[src/logic/msl_pkg.sv]
/*
 Package for the module status lamp driver: timing counts, lamp modes,
 and the packed structs that carry lamp and fault groups.
 Assumes a 50 MHz module clock.
*/
`default_nettype none
package msl_pkg;
	localparam int unsigned CLK_HZ        = 50_000_000;
	localparam int unsigned SLOW_FLASH_HZ = 4;
	localparam int unsigned FAST_FLASH_HZ = 8;
	localparam int unsigned CODE_FLASH_HZ = 2;
	localparam int unsigned PAUSE_MS      = 1000;
	// Half periods give a 50 percent duty cycle
	localparam int unsigned SLOW_HALF_CYC = CLK_HZ / (2 * SLOW_FLASH_HZ);
	localparam int unsigned FAST_HALF_CYC = CLK_HZ / (2 * FAST_FLASH_HZ);
	localparam int unsigned CODE_HALF_CYC = CLK_HZ / (2 * CODE_FLASH_HZ);
	localparam int unsigned PAUSE_CYC     = (CLK_HZ / 1000) * PAUSE_MS;
	localparam int unsigned NUM_AXES      = 4;
	localparam int unsigned CODE_W        = 16;
	localparam int unsigned BLINK_W       = 4;

	typedef enum logic [5:0] {
		MSL_DARK  = 6'h01,
		MSL_STEADY = 6'h02,
		MSL_SLOW  = 6'h04,
		MSL_FAST  = 6'h08,
		MSL_BOOT  = 6'h10,
		MSL_WDOG  = 6'h20
	} msl_mode_t;

	typedef struct packed {
		logic       status;
		logic       health;
		logic       config_lit;
		logic [3:0] axis_drive;
	} msl_lamps_t;

	typedef struct packed {
		logic              stat_only;
		logic              servo_stop;
		logic [CODE_W-1:0] code;
		logic [1:0]        axis_sel;
		logic              axis_fault;
	} msl_fault_t;
endpackage
`default_nettype wire

[src/logic/msl_blinker.sv]
/*
 Free-running square wave with a 50 percent duty cycle.
 Assumes one clock and an asynchronous active-high reset.
*/
`timescale 1ns/1ps
`default_nettype none
module msl_blinker
	import msl_pkg::*;
#(
	parameter int unsigned HALF_CYC = 2
)(
	input  wire logic clk_in,
	input  wire logic rst_in,
	output var  logic wave_out
);
	localparam int CW = $clog2(HALF_CYC + 1);
	logic [CW-1:0] cnt_r;

	always_ff @(posedge clk_in or posedge rst_in)
	begin
		if (rst_in)
		begin
			cnt_r    <= '0;
			wave_out <= 1'b0;
		end
		else if (cnt_r == CW'(HALF_CYC - 1))
		begin
			cnt_r    <= '0;
			wave_out <= ~wave_out;
		end
		else
			cnt_r <= cnt_r + 1'b1;
	end
endmodule
`default_nettype wire

[src/logic/msl_led_driver.sv]
/*
 Front-panel status lamp driver: status, health, configuration and four
 axis drive lamps, plus the module fault flag and fault code words.
 Assumes all inputs are synchronous to clk_in; lamps are active high.
*/
// How it works
// - Status-only fault, config lamp lit: status flashes four per second.
// - Servo-stopping fault flashes the status lamp eight times per second.
// - Constant-rate fault flash raises fault flag and posts a fault code.
// - Status lamp steady in normal operation, flashes for faults, boot mode and watchdog timeout.
// - Boot mode flashes status and configuration lamps together.
// - Watchdog timeout flashes status and configuration lamps alternately.
// - Power-up malfunction: config dark, status blinks two counted bursts.
// - Status and health lamps dark when module cannot power up.
// - Health lamp steadily lit while the module is healthy.
// - Configuration lamp lit once configuration has been received.
// - Each axis lamp follows its drive-enable relay one clock later.
`timescale 1ns/1ps
`default_nettype none
module msl_led_driver
	import msl_pkg::*;
#(
	parameter int unsigned SLOW_HALF  = SLOW_HALF_CYC,
	parameter int unsigned FAST_HALF  = FAST_HALF_CYC,
	parameter int unsigned CODE_HALF  = CODE_HALF_CYC,
	parameter int unsigned PAUSE_LEN  = PAUSE_CYC
)(
	input  wire logic               clk_in,
	input  wire logic               rst_in,
	input  wire logic               powered_ok_in,
	input  wire logic               powerup_fault_in,
	input  wire logic [BLINK_W-1:0] first_number_in,
	input  wire logic [BLINK_W-1:0] second_number_in,
	input  wire logic               config_received_in,
	input  wire logic               boot_mode_in,
	input  wire logic               watchdog_timeout_in,
	input  wire msl_fault_t         fault_in,
	input  wire logic [3:0]         drive_relay_in,
	output var  msl_lamps_t         lamps_out,
	output var  logic               module_fault_out,
	output var  logic [CODE_W-1:0]  module_code_out,
	output var  logic [CODE_W-1:0]  axis_code_out [NUM_AXES]
);
	logic slow_w;
	logic fast_w;
	logic code_w;
	msl_mode_t mode_nxt;
	logic cfg_seen_r;

	msl_blinker #(.HALF_CYC(SLOW_HALF)) u_slow
	(
		.clk_in   (clk_in),
		.rst_in   (rst_in),
		.wave_out (slow_w)
	);
	msl_blinker #(.HALF_CYC(FAST_HALF)) u_fast
	(
		.clk_in   (clk_in),
		.rst_in   (rst_in),
		.wave_out (fast_w)
	);
	msl_blinker #(.HALF_CYC(CODE_HALF)) u_code
	(
		.clk_in   (clk_in),
		.rst_in   (rst_in),
		.wave_out (code_w)
	);

	// Power-up fault number display: burst A, pause, burst B, double-length gap, repeat
	typedef enum logic [3:0] {
		BC_IDLE   = 4'h1,
		BC_BURST  = 4'h2,
		BC_PAUSE  = 4'h4,
		BC_GAP    = 4'h8
	} msl_burst_t;
	msl_burst_t bc_state_r;
	logic               bc_second_r;
	logic [BLINK_W-1:0] bc_left_r;
	logic [31:0]        bc_cnt_r;
	logic               bc_lamp_r;
	logic               code_q_r;
	logic               code_fall;
	assign code_fall = code_q_r & ~code_w;

	always_ff @(posedge clk_in or posedge rst_in)
	begin
		if (rst_in)
			code_q_r <= 1'b0;
		else
			code_q_r <= code_w;
	end

	always_ff @(posedge clk_in or posedge rst_in)
	begin
		if (rst_in)
		begin
			bc_state_r  <= BC_IDLE;
			bc_second_r <= 1'b0;
			bc_left_r   <= '0;
			bc_cnt_r    <= '0;
			bc_lamp_r   <= 1'b0;
		end
		else if (!powerup_fault_in)
		begin
			bc_state_r <= BC_IDLE;
			bc_lamp_r  <= 1'b0;
		end
		else
		begin
			unique case (bc_state_r)
				BC_IDLE:
				begin
					bc_second_r <= 1'b0;
					bc_left_r   <= first_number_in;
					bc_state_r  <= BC_BURST;
				end
				BC_BURST:
				begin
					bc_lamp_r <= code_w & (bc_left_r != '0);
					if (code_fall && bc_left_r != '0)
						bc_left_r <= bc_left_r - 1'b1;
					if (bc_left_r == '0 && !code_w)
					begin
						bc_cnt_r   <= '0;
						bc_state_r <= bc_second_r ? BC_GAP : BC_PAUSE;
					end
				end
				BC_PAUSE:
				begin
					bc_lamp_r <= 1'b0;
					bc_cnt_r  <= bc_cnt_r + 1;
					if (bc_cnt_r == 32'(PAUSE_LEN - 1))
					begin
						bc_second_r <= 1'b1;
						bc_left_r   <= second_number_in;
						bc_state_r  <= BC_BURST;
					end
				end
				BC_GAP:
				begin
					bc_lamp_r <= 1'b0;
					bc_cnt_r  <= bc_cnt_r + 1;
					// Long gap keeps the two numbers apart on repeat
					if (bc_cnt_r == 32'(2 * PAUSE_LEN - 1))
						bc_state_r <= BC_IDLE;
				end
			endcase
		end
	end

	always_comb
	begin
		if (!powered_ok_in || powerup_fault_in)
			mode_nxt = MSL_DARK;
		else if (boot_mode_in)
			mode_nxt = MSL_BOOT;
		else if (watchdog_timeout_in)
			mode_nxt = MSL_WDOG;
		else if (fault_in.servo_stop)
			mode_nxt = MSL_FAST;
		else if (fault_in.stat_only && cfg_seen_r)
			mode_nxt = MSL_SLOW;
		else
			mode_nxt = MSL_STEADY;
	end

	always_ff @(posedge clk_in or posedge rst_in)
	begin
		if (rst_in)
			cfg_seen_r <= 1'b0;
		else if (config_received_in)
			cfg_seen_r <= 1'b1;
	end

	always_ff @(posedge clk_in or posedge rst_in)
	begin
		if (rst_in)
			lamps_out <= '0;
		else
		begin
			lamps_out.axis_drive <= drive_relay_in;
			lamps_out.health <= powered_ok_in & ~powerup_fault_in;
			unique case (mode_nxt)
				MSL_DARK:
				begin
					lamps_out.status     <= powerup_fault_in & bc_lamp_r;
					lamps_out.config_lit <= 1'b0;
				end
				MSL_STEADY:
				begin
					lamps_out.status     <= 1'b1;
					lamps_out.config_lit <= cfg_seen_r;
				end
				MSL_SLOW:
				begin
					lamps_out.status     <= slow_w;
					lamps_out.config_lit <= cfg_seen_r;
				end
				MSL_FAST:
				begin
					lamps_out.status     <= fast_w;
					lamps_out.config_lit <= cfg_seen_r;
				end
				MSL_BOOT:
				begin
					lamps_out.status     <= slow_w;
					lamps_out.config_lit <= slow_w;
				end
				MSL_WDOG:
				begin
					lamps_out.status     <= slow_w;
					lamps_out.config_lit <= ~slow_w;
				end
			endcase
		end
	end

	// Fault flag and codes follow constant-rate fault flashing only
	always_ff @(posedge clk_in or posedge rst_in)
	begin
		if (rst_in)
		begin
			module_fault_out <= 1'b0;
			module_code_out  <= '0;
			for (int i = 0; i < NUM_AXES; i++)
				axis_code_out[i] <= '0;
		end
		else
		begin
			module_fault_out <= (mode_nxt == MSL_FAST)
				|| (mode_nxt == MSL_SLOW);
			if (mode_nxt == MSL_FAST || mode_nxt == MSL_SLOW)
			begin
				if (fault_in.axis_fault)
					axis_code_out[fault_in.axis_sel] <= fault_in.code;
				else
					module_code_out <= fault_in.code;
			end
		end
	end

	property p_axis_lamp;
		@(posedge clk_in) disable iff (rst_in)
		##1 lamps_out.axis_drive == $past(drive_relay_in);
	endproperty
	a_axis_lamp: assert property (p_axis_lamp) else $error("axis lamp");

	property p_steady;
		@(posedge clk_in) disable iff (rst_in)
		(powered_ok_in && !powerup_fault_in && !boot_mode_in
		&& !watchdog_timeout_in && !fault_in.servo_stop
		&& !fault_in.stat_only) |=> lamps_out.status;
	endproperty
	a_steady: assert property (p_steady) else $error("status not steady");

	// A detected power-up fault still blinks its numbers, so only a silent
	// failure to power up must leave both lamps dark
	property p_dark;
		@(posedge clk_in) disable iff (rst_in)
		(!powered_ok_in && !powerup_fault_in)
			|=> !lamps_out.status && !lamps_out.health;
	endproperty
	a_dark: assert property (p_dark) else $error("lamps not dark");

	property p_health;
		@(posedge clk_in) disable iff (rst_in)
		(powered_ok_in && !powerup_fault_in) |=> lamps_out.health;
	endproperty
	a_health: assert property (p_health) else $error("health dark");

	property p_cfg_hold;
		@(posedge clk_in) disable iff (rst_in)
		(cfg_seen_r && (mode_nxt == MSL_STEADY || mode_nxt == MSL_SLOW
		|| mode_nxt == MSL_FAST)) |=> lamps_out.config_lit;
	endproperty
	a_cfg_hold: assert property (p_cfg_hold) else $error("cfg lost");

	property p_fast;
		@(posedge clk_in) disable iff (rst_in)
		(mode_nxt == MSL_FAST) |=> lamps_out.status == $past(fast_w);
	endproperty
	a_fast: assert property (p_fast) else $error("fast rate wrong");

	property p_slow;
		@(posedge clk_in) disable iff (rst_in)
		(mode_nxt == MSL_SLOW) |=> lamps_out.status == $past(slow_w)
			&& module_fault_out;
	endproperty
	a_slow: assert property (p_slow) else $error("slow rate wrong");

	property p_boot;
		@(posedge clk_in) disable iff (rst_in)
		(mode_nxt == MSL_BOOT) |=> lamps_out.status == lamps_out.config_lit;
	endproperty
	a_boot: assert property (p_boot) else $error("boot not in phase");

	property p_wdog;
		@(posedge clk_in) disable iff (rst_in)
		(mode_nxt == MSL_WDOG) |=> lamps_out.status != lamps_out.config_lit;
	endproperty
	a_wdog: assert property (p_wdog) else $error("wdog not opposite");

	property p_pufault;
		@(posedge clk_in) disable iff (rst_in)
		powerup_fault_in |=> !lamps_out.config_lit;
	endproperty
	a_pufault: assert property (p_pufault) else $error("cfg lit");

	c_fast: cover property (@(posedge clk_in) mode_nxt == MSL_FAST);
	c_wdog: cover property (@(posedge clk_in) mode_nxt == MSL_WDOG);
	c_pause: cover property (@(posedge clk_in) bc_state_r == BC_PAUSE);
endmodule
`default_nettype wire

[config.mk]
export PLATFORM = sky130hd
export DESIGN_NAME = msl_led_driver
export DESIGN_NICKNAME = d
export VERILOG_FILES = /design/src/logic/msl_pkg.sv /design/src/logic/msl_blinker.sv /design/src/logic/msl_led_driver.sv
export SDC_FILE = /design/constraint.sdc
export NUM_CORES = 1
export LEC_CHECK = 0
export BUFFER_PORTS_ARGS = -buffer_cell sky130_fd_sc_hd__buf_2
export CAP_MARGIN = 20
export CORE_UTILIZATION = 55
export DETAILED_ROUTE_END_ITERATION = 8
export GPL_TIMING_DRIVEN = 0
export PLACE_DENSITY_LB_ADDON = 0.1
export RECOVER_POWER = 25
export SLEW_MARGIN = 20
export SYNTH_ARGS = -nofsm -noshare
export SYNTH_HDL_FRONTEND = slang
export SYNTH_SLANG_ARGS = --single-unit
export TNS_END_PERCENT = 1
[constraint.sdc]
create_clock -name clk_in -period 8.9 [get_ports clk_in]
set_clock_uncertainty 0.2 [all_clocks]
set_input_delay 1.335 -clock clk_in [delete_from_list [all_inputs] [get_ports clk_in]]
set_output_delay 1.335 -clock clk_in [all_outputs]
set_load 0.1 [all_outputs]
==> results.sh, run 1 <==
export IMPL_avgSynthCellArea_um2=11.4
export IMPL_p_clk_share_pct=36.1
export IMPL_setup_tns_ns=0
export IMPL_synthMuxAreaShare_pct=10.3
export IMPL_swShare_pct=34.3
export IMPL_finalSetupViolations=0
export IMPL_worstHoldPathType="reg -> reg"
export IMPL_grt_overflow_total=0
export IMPL_die_w_um=131
export IMPL_synth_cell_type_count=60
export IMPL_vias=6822
export IMPL_synth_ff_type="dfrtp_1"
export IMPL_fp_dieArea_um2=17200
export IMPL_rows=46
export IMPL_fin_nets=999
export IMPL_min_period_over_period_pct=43.9
export IMPL_netlist_top_cell_by_area="dfrtp_1"
export IMPL_worst_slew_pin_transition_ns=2.93
export IMPL_period_minus_slack_ns=3.91
export IMPL_drtAntennaViolNets=0
export IMPL_ys_seq_area_share_pct=55.7
export IMPL_final_max_slew_viol_count=65
export IMPL_peakVddDrop_v=0.000172
export IMPL_seq_power_share_pct=40.6
export IMPL_syn_inst=802
export IMPL_worst_setup_path_start_kind="input port"
export IMPL_synth_edf_count=0
export IMPL_multi_input_area_um2=3870
export IMPL_final_util_pct=67.6
export IMPL_synth_top_family_by_area="simple AND/OR/NAND/NOR gates"
export IMPL_finalWorstSetupSlack_ns=4.99
export IMPL_gp_congestion=0.788
export IMPL_violations="capacitance limit, slew limit"
export IMPL_arrival_ns=4.08
export IMPL_grt_pass1_wl_mm=32.8
export IMPL_crit_type="in -> reg"
export IMPL_slew_headroom_pct=-96.2
export IMPL_hpwlAfterDp_mm=14.3
export IMPL_dr_pass1_iters=5
export IMPL_maxCapViolCount=1
export IMPL_status="finished with violations"
export IMPL_syn_num_nets=847
export IMPL_yosys_area_share_adder_pct=0.683
export IMPL_clock_fmax_mhz=256
export IMPL_power_density_nw_per_um2=232
export IMPL_clock_root_buffer="clkbuf_16"
export IMPL_fill_cells=1208
export IMPL_grt_setup_unrepaired="false"
export IMPL_syn_area_um2=9160
export IMPL_power_switching_uw=865
export IMPL_grt_max_degree=80
export IMPL_cts_hold_buf=0
export IMPL_synth_warning_count=0
export IMPL_pre_cts_ws_ns=4.47
export IMPL_drc=0
export IMPL_numCtsBuffers=22
export IMPL_dieHeight_um=131
export IMPL_wl_per_cell_um=17.2
export IMPL_ys_ff_latch=204
export IMPL_cts_setup_buffers=0
export IMPL_start_util_pct=57.1
export IMPL_ios=128
export IMPL_antenna_cells=0
export IMPL_synthTopCellsByArea="dfrtp_1 55%, mux2_2 10%, xor2_1 3.4%"
export IMPL_ys_top_cells_by_count="203 x dfrtp_1, 81 x mux2_2, 67 x nor2_1, 51 x nand2_1, 44 x o21ai_0"
export IMPL_pwr_share_comb_pct=23.3
export IMPL_path_clk_slew_ns=0.06
export IMPL_synthArstFlopShare_pct=100
export IMPL_grt_usage_pct=23.8
export IMPL_drtIter0Drc=409
export IMPL_synth_top_area_share_pct=55.4
export IMPL_clk_latency_ns=0.50
export IMPL_placed_area_um2=10100
export IMPL_cts_sinks=204
export IMPL_power_total_uw=2520
export IMPL_fin_area_um2=10800
export IMPL_cts_resized_gates=0
export IMPL_htreeDepth=1
export IMPL_wirelength_mm=20.3
export IMPL_p_int_uw=1650
export IMPL_critPathMaxFanout=10
export IMPL_required_ns=9.07
export IMPL_core_area_um2=16100
export IMPL_synth_compound_area_share_pct=6.72
export IMPL_clock_path_buffers=3
export IMPL_drive_gt1_share_pct=28.3
export IMPL_port_buffer_count=126
export IMPL_synth_xor_area_share_pct=6.12
export IMPL_tritoncts="done"
export IMPL_layout_area_seq_um2=5110
export IMPL_synth_most_common_cell="dfrtp_1"
export IMPL_viasPerCell=5.77
export IMPL_hold_violations=0
export IMPL_grt_pass1_vias=6592
export IMPL_end_kind="flop"
export IMPL_leakagePower_uw=0.00509
export IMPL_yosys_area_share_simple_pct=18.5
export IMPL_synthToLayoutAreaGrowth_pct=18.4
export IMPL_antenna_found_initial=0
==> worst max-delay path: stages <==
cell,delay (ns)
clkbuf_1,0.26
nand2b_1,0.30
nor4_2,0.59
nand2_1,0.24
nor3b_2,0.57
buf_2,0.39
mux2_2,0.38
==> kinds of logic (layout without fill, tap and decap cells) <==
group | after synthesis | in the layout
AOI/OAI and AO/OA | 100 | 100
and+or+nand+nor | 305 | 305
DFF | 204 | 204
xor gates and xnor gates | 64 | 64
buffers and inverters | 40 | 205
muxes | 84 | 84
adders and majority gates | 5 | 5
==> final timing paths <==
path / slack [ns] / cells past startpoint / from / end
max: 4.99 / 7 / powerup_fault_in / axis_code_out[22]$_DFFE_PP0P_
max reg2reg: 5.83 / 8 / bc_left_r[0]$_DFFE_PP0P_ / bc_cnt_r[24]$_DFFE_PP0P_
min: 0.27 / 1 / u_fast.wave_out$_DFFE_PP0N_ / u_fast.wave_out$_DFFE_PP0N_
max in group asynchronous: 5.48 / 4 / rst_in / module_code_out[8]$_DFFE_PP0P_
min in group asynchronous: 1.48 / 2 / rst_in / cfg_seen_r$_DFFE_PP0P_
min reg2reg: 0.27 / 1 / u_fast.wave_out$_DFFE_PP0N_ / u_fast.wave_out$_DFFE_PP0N_
==> metrics by stage <==
step / hold WS [ns] / cells
3_5_place_dp: 0.261 / 1146
2_1_floorplan: 0.232 / 802
4_1_cts: 0.271 / 1183
3_3_place_gp: 0.259 / 1144
6_report: 0.269 / 1183
5_1_grt: 0.297 / 1183
==> area by class of cell <==
cell class	count	share of cell area [%]
Sequential cell	204	47.1
Multi-Input combinational cell	558	35.7
Timing Repair Buffer	128	6.32
Clock buffer	31	5.95
Tap cell	216	2.49
Buffer	25	1.18
Clock inverter	6	0.761
Inverter	15	0.531
==> flip-flops by register name, indices dropped and copies added (netlist names), 4 cells and up <==
name,flops
bc_left_r,4
u_slow.cnt_r,23
bc_state_r,4
u_code.cnt_r,24
u_fast.cnt_r,22
axis_code_out,64
lamps_out,7
module_code_out,16
bc_cnt_r,32
==> power groups by stage <==
stage	Clock, uW	Combinational [uW]	Sequential [uW]
after floorplan	0	107	1410
after global placement	0	577	1040
after detailed placement	0	589	1040
after CTS	926	590	1020
after global routing	964	609	1030
final	910	586	1020
==> routing by layer <==
metal  vias to the layer above  part of all wire (%)  global-route usage, %
met2                       186                    50                   40.8
met3                        25                   5.1                   3.53
met5                         -                     0                      0
met1                      3401                    44                   32.1
met4                         0                   1.7                   5.95
li1                       3210                     -                      -
==> cells in the final DEF (no fill, tap or decap), drive strengths merged, types with 14 or more instances in the layout <==
cell type  netlist  final
nand2           51     51
nand4           31     31
nor3            15     15
o21ai           44     44
nor2            68     68
nand3           42     42
a21oi           24     24
clkbuf          19     50
buf              6    134
nor4            17     17
dfrtp          203    203
mux2            81     81
xor2            36     36
xnor2           28     28
inv             15     14
Note: power is estimated with default switching activity, not from simulation.
==> run 2: changes to the inputs <==
--- a/config.mk
+++ b/config.mk
@@ -7,7 +7,7 @@
 export LEC_CHECK = 0
 export BUFFER_PORTS_ARGS = -buffer_cell sky130_fd_sc_hd__buf_2
 export CAP_MARGIN = 20
-export CORE_UTILIZATION = 55
+export CORE_UTILIZATION = 52
 export DETAILED_ROUTE_END_ITERATION = 8
 export GPL_TIMING_DRIVEN = 0
 export PLACE_DENSITY_LB_ADDON = 0.1
==> constraint.sdc (replaced) <==
create_clock -name clk_in -period 3.59 [get_ports clk_in]
set_clock_uncertainty 0.2 [all_clocks]
set_input_delay 0.5385 -clock clk_in [delete_from_list [all_inputs] [get_ports clk_in]]
set_output_delay 0.5385 -clock clk_in [all_outputs]
set_load 0.1 [all_outputs]
==> run 2 against run 1 <==
- the flow now finishes without violations
- largest cell class unchanged
- core utilization shrank 3.7 points
- setup slack lost 4.5 ns
- final area grew 1.4%
- register-to-register slack lost 5.3 ns
- worst hold slack lost 0.22 ns
- clock power grew to 2.5 times the previous value
- critical path type unchanged
- first-iteration DRC count shrank 0.49%
==> results.sh, run 2 (synthesized netlist as in run 1, its figures left out) <==
export IMPL_status="finished, final reports clean"
export IMPL_fin_area_um2=11000
export IMPL_ios=128
export IMPL_endpoint="axis_code_out[25]$_DFFE_PP0P_"
export IMPL_path_clk_slew_ns=0.06
export IMPL_grt_pass1_wl_mm=34.4
export IMPL_port_buffer_count=126
export IMPL_antenna_cells=0
export IMPL_swShare_pct=34.7
export IMPL_r2r_end="bc_left_r[2]$_DFFE_PP0P_"
export IMPL_clk_latency_ns=0.51
export IMPL_die_w_um=135
export IMPL_wirelength_mm=20.8
export IMPL_clock_fmax_mhz=326
export IMPL_max_stage_delay_ns=0.62
export IMPL_tritoncts="done"
export IMPL_worst_setup_path_start_kind="input port"
export IMPL_antenna_found_initial=0
export IMPL_hold_violations=0
export IMPL_power_density_nw_per_um2=575
export IMPL_seq_power_share_pct=40.2
export IMPL_grt_usage_pct=23.5
export IMPL_finalSetupViolations=0
export IMPL_layout_commonest_cell="dfrtp_1"
export IMPL_largestRegisters="axis_code_out (64), bc_cnt_r (32), u_code.cnt_r (24)"
export IMPL_fp_dieArea_um2=18200
export IMPL_cts_sinks=204
export IMPL_dr_pass1_iters=5
export IMPL_cts_setup_buffers=0
export IMPL_pwr_share_comb_pct=23.1
export IMPL_crit_chain="clkbuf_1 > nand2b_1 > nor4_1 > nand2_1 > nor3b_2 > buf_2 > mux2_2"
export IMPL_viasPerCell=5.72
export IMPL_grt_overflow_total=0
export IMPL_end_kind="flop"
export IMPL_reg2reg_setup_slack_ns=0.53
export IMPL_layout_cells_non_filler=1203
export IMPL_final_max_slew_viol_count=0
export IMPL_peakVddDrop_v=0.000556
export IMPL_placedCellCount=1159
export IMPL_maxCapViolCount=0
export IMPL_worst_slew_pin_transition_ns=1.33
export IMPL_crit_path_top_delay_cell="nor4_1"
export IMPL_r2r_start="bc_cnt_r[8]$_DFFE_PP0P_"
export IMPL_synthToLayoutAreaGrowth_pct=20.1
export IMPL_start_util_pct=53.2
export IMPL_critical_path_top_delay_family="simple AND/OR/NAND/NOR gates"
export IMPL_grt_setup_unrepaired="false"
export IMPL_critPathMaxFanout=10
export IMPL_vias=6883
export IMPL_drc=0
export IMPL_slew_headroom_pct=11.3
export IMPL_rows=48
export IMPL_drtAntennaViolNets=0
export IMPL_htreeDepth=1
export IMPL_period_minus_slack_ns=3.06
export IMPL_worstHoldPathType="in -> reg"
export IMPL_crit_type="in -> reg"
export IMPL_drive_gt1_share_pct=28.9
export IMPL_grt_max_degree=35
export IMPL_placed_area_um2=10200
export IMPL_dieHeight_um=135
export IMPL_largest_register="axis_code_out"
export IMPL_p_clk_share_pct=36.7
export IMPL_gp_congestion=0.837
export IMPL_clock_root_buffer="clkbuf_16"
export IMPL_min_period_over_period_pct=85.4
export IMPL_cp_num_buf_inv=2
export IMPL_core_area_um2=17200
export IMPL_largest_reg_flops=64
export IMPL_leakagePower_uw=0.00517
export IMPL_power_switching_uw=2190
export IMPL_p_int_uw=4130
export IMPL_fin_nets=1008
export IMPL_required_ns=3.78
export IMPL_rr_worst_depth=6
export IMPL_numCtsBuffers=22
export IMPL_arrival_ns=3.26
export IMPL_crit_cells=7
export IMPL_mostFrequentLayoutCells="203 x dfrtp_1, 130 x buf_2, 81 x mux2_2, 67 x nor2_1, 51 x nand2_1"
export IMPL_clock_path_buffers=3
export IMPL_wl_per_cell_um=17.3
export IMPL_drtIter0Drc=407
export IMPL_cp_startpoint="powerup_fault_in"
export IMPL_hpwlAfterDp_mm=15.0
export IMPL_grt_pass1_vias=7015
run 2: changes by cell type in the layout (fill, tap and decap cells not counted), sizes merged:
cell          before  now
buf              134  136
clkbuf            50   49
clkinv             3    8
clkinvlp           2    1
dlygate4sd3        0    5
dlymetal6s4s       0    1
run 2: worst register-to-register path, cell delays in order (launching register included):
cell      delay (ns)
dfrtp_1         0.36
clkbuf_1        0.20
nor4b_1         0.29
nand4b_1        0.19
nor4_1          0.90
o21ai_0         0.42
mux2_2          0.37
run 2: worst min path at each step:
stage / startpoint / endpoint / slack [ns] / cells after the start
5_1_grt: config_received_in / cfg_seen_r$_DFFE_PP0P_ / 0.04 / 2
3_3_place_gp: u_fast.wave_out$_DFFE_PP0N_ / u_fast.wave_out$_DFFE_PP0N_ / 0.26 / 1
3_5_place_dp: u_fast.wave_out$_DFFE_PP0N_ / u_fast.wave_out$_DFFE_PP0N_ / 0.26 / 1
6_report: config_received_in / cfg_seen_r$_DFFE_PP0P_ / 0.05 / 2
2_1_floorplan: u_code.wave_out$_DFFE_PP0N_ / code_q_r$_DFF_PP0_ / 0.23 / 0
4_1_cts: config_received_in / cfg_seen_r$_DFFE_PP0P_ / 0.04 / 2
run 2: through the flow:
| stage | total power [uW] | setup WS (ns) | hold WS, ns | setup TNS, ns | util [%] |
|---|---|---|---|---|---|
| 4_1_cts | 6390 | 0.537 | 0.0375 | 0 | 63.9 |
| 3_5_place_dp | 4050 | 0.233 | 0.260 | 0 | 59.2 |
| 6_report | 6320 | 0.525 | 0.0470 | 0 | 63.8 |
| 3_3_place_gp | 4000 | -0.801 | 0.261 | -160.17 | 58.5 |
| 2_1_floorplan | 3770 | 0.208 | 0.232 | 0 | - |
| 5_1_grt | 6550 | 0.182 | 0.0378 | 0 | 63.8 |
run 2: power by group through the flow:
stage / combinational, uW / clock, uW / sequential [uW]
6_report: 1460 / 2320 / 2540
5_1_grt: 1520 / 2480 / 2560
4_1_cts: 1470 / 2380 / 2540
3_5_place_dp: 1460 / 0 / 2580
3_3_place_gp: 1430 / 0 / 2570
2_1_floorplan: 265 / 0 / 3500
run 2: cell type report:
| type | instances | area (um2) |
|---|---|---|
| Buffer | 25 | 128 |
| Clock buffer | 29 | 647 |
| Clock inverter | 10 | 111 |
| Fill cell | 1335 | 6230 |
| Inverter | 15 | 57.6 |
| Multi-Input combinational cell | 558 | 3880 |
| Sequential cell | 204 | 5110 |
| Tap cell | 225 | 282 |
| Timing Repair Buffer | 137 | 792 |
run 2: per-layer routing:
metal / GRT usage [%] / vias to the layer above / routed length (um)
li1: - / 3212 / -
met5: 0 / - / 0
met4: 7.24 / 0 / 473
met1: 30.7 / 3457 / 8970
met2: 40.2 / 180 / 10400
met3: 3.64 / 34 / 974
run 2: repair_timing:
item,4_1_cts,5_1_grt
hold buffers,5,0
hold endpoints to repair,31,0
gates resized for setup,0,0
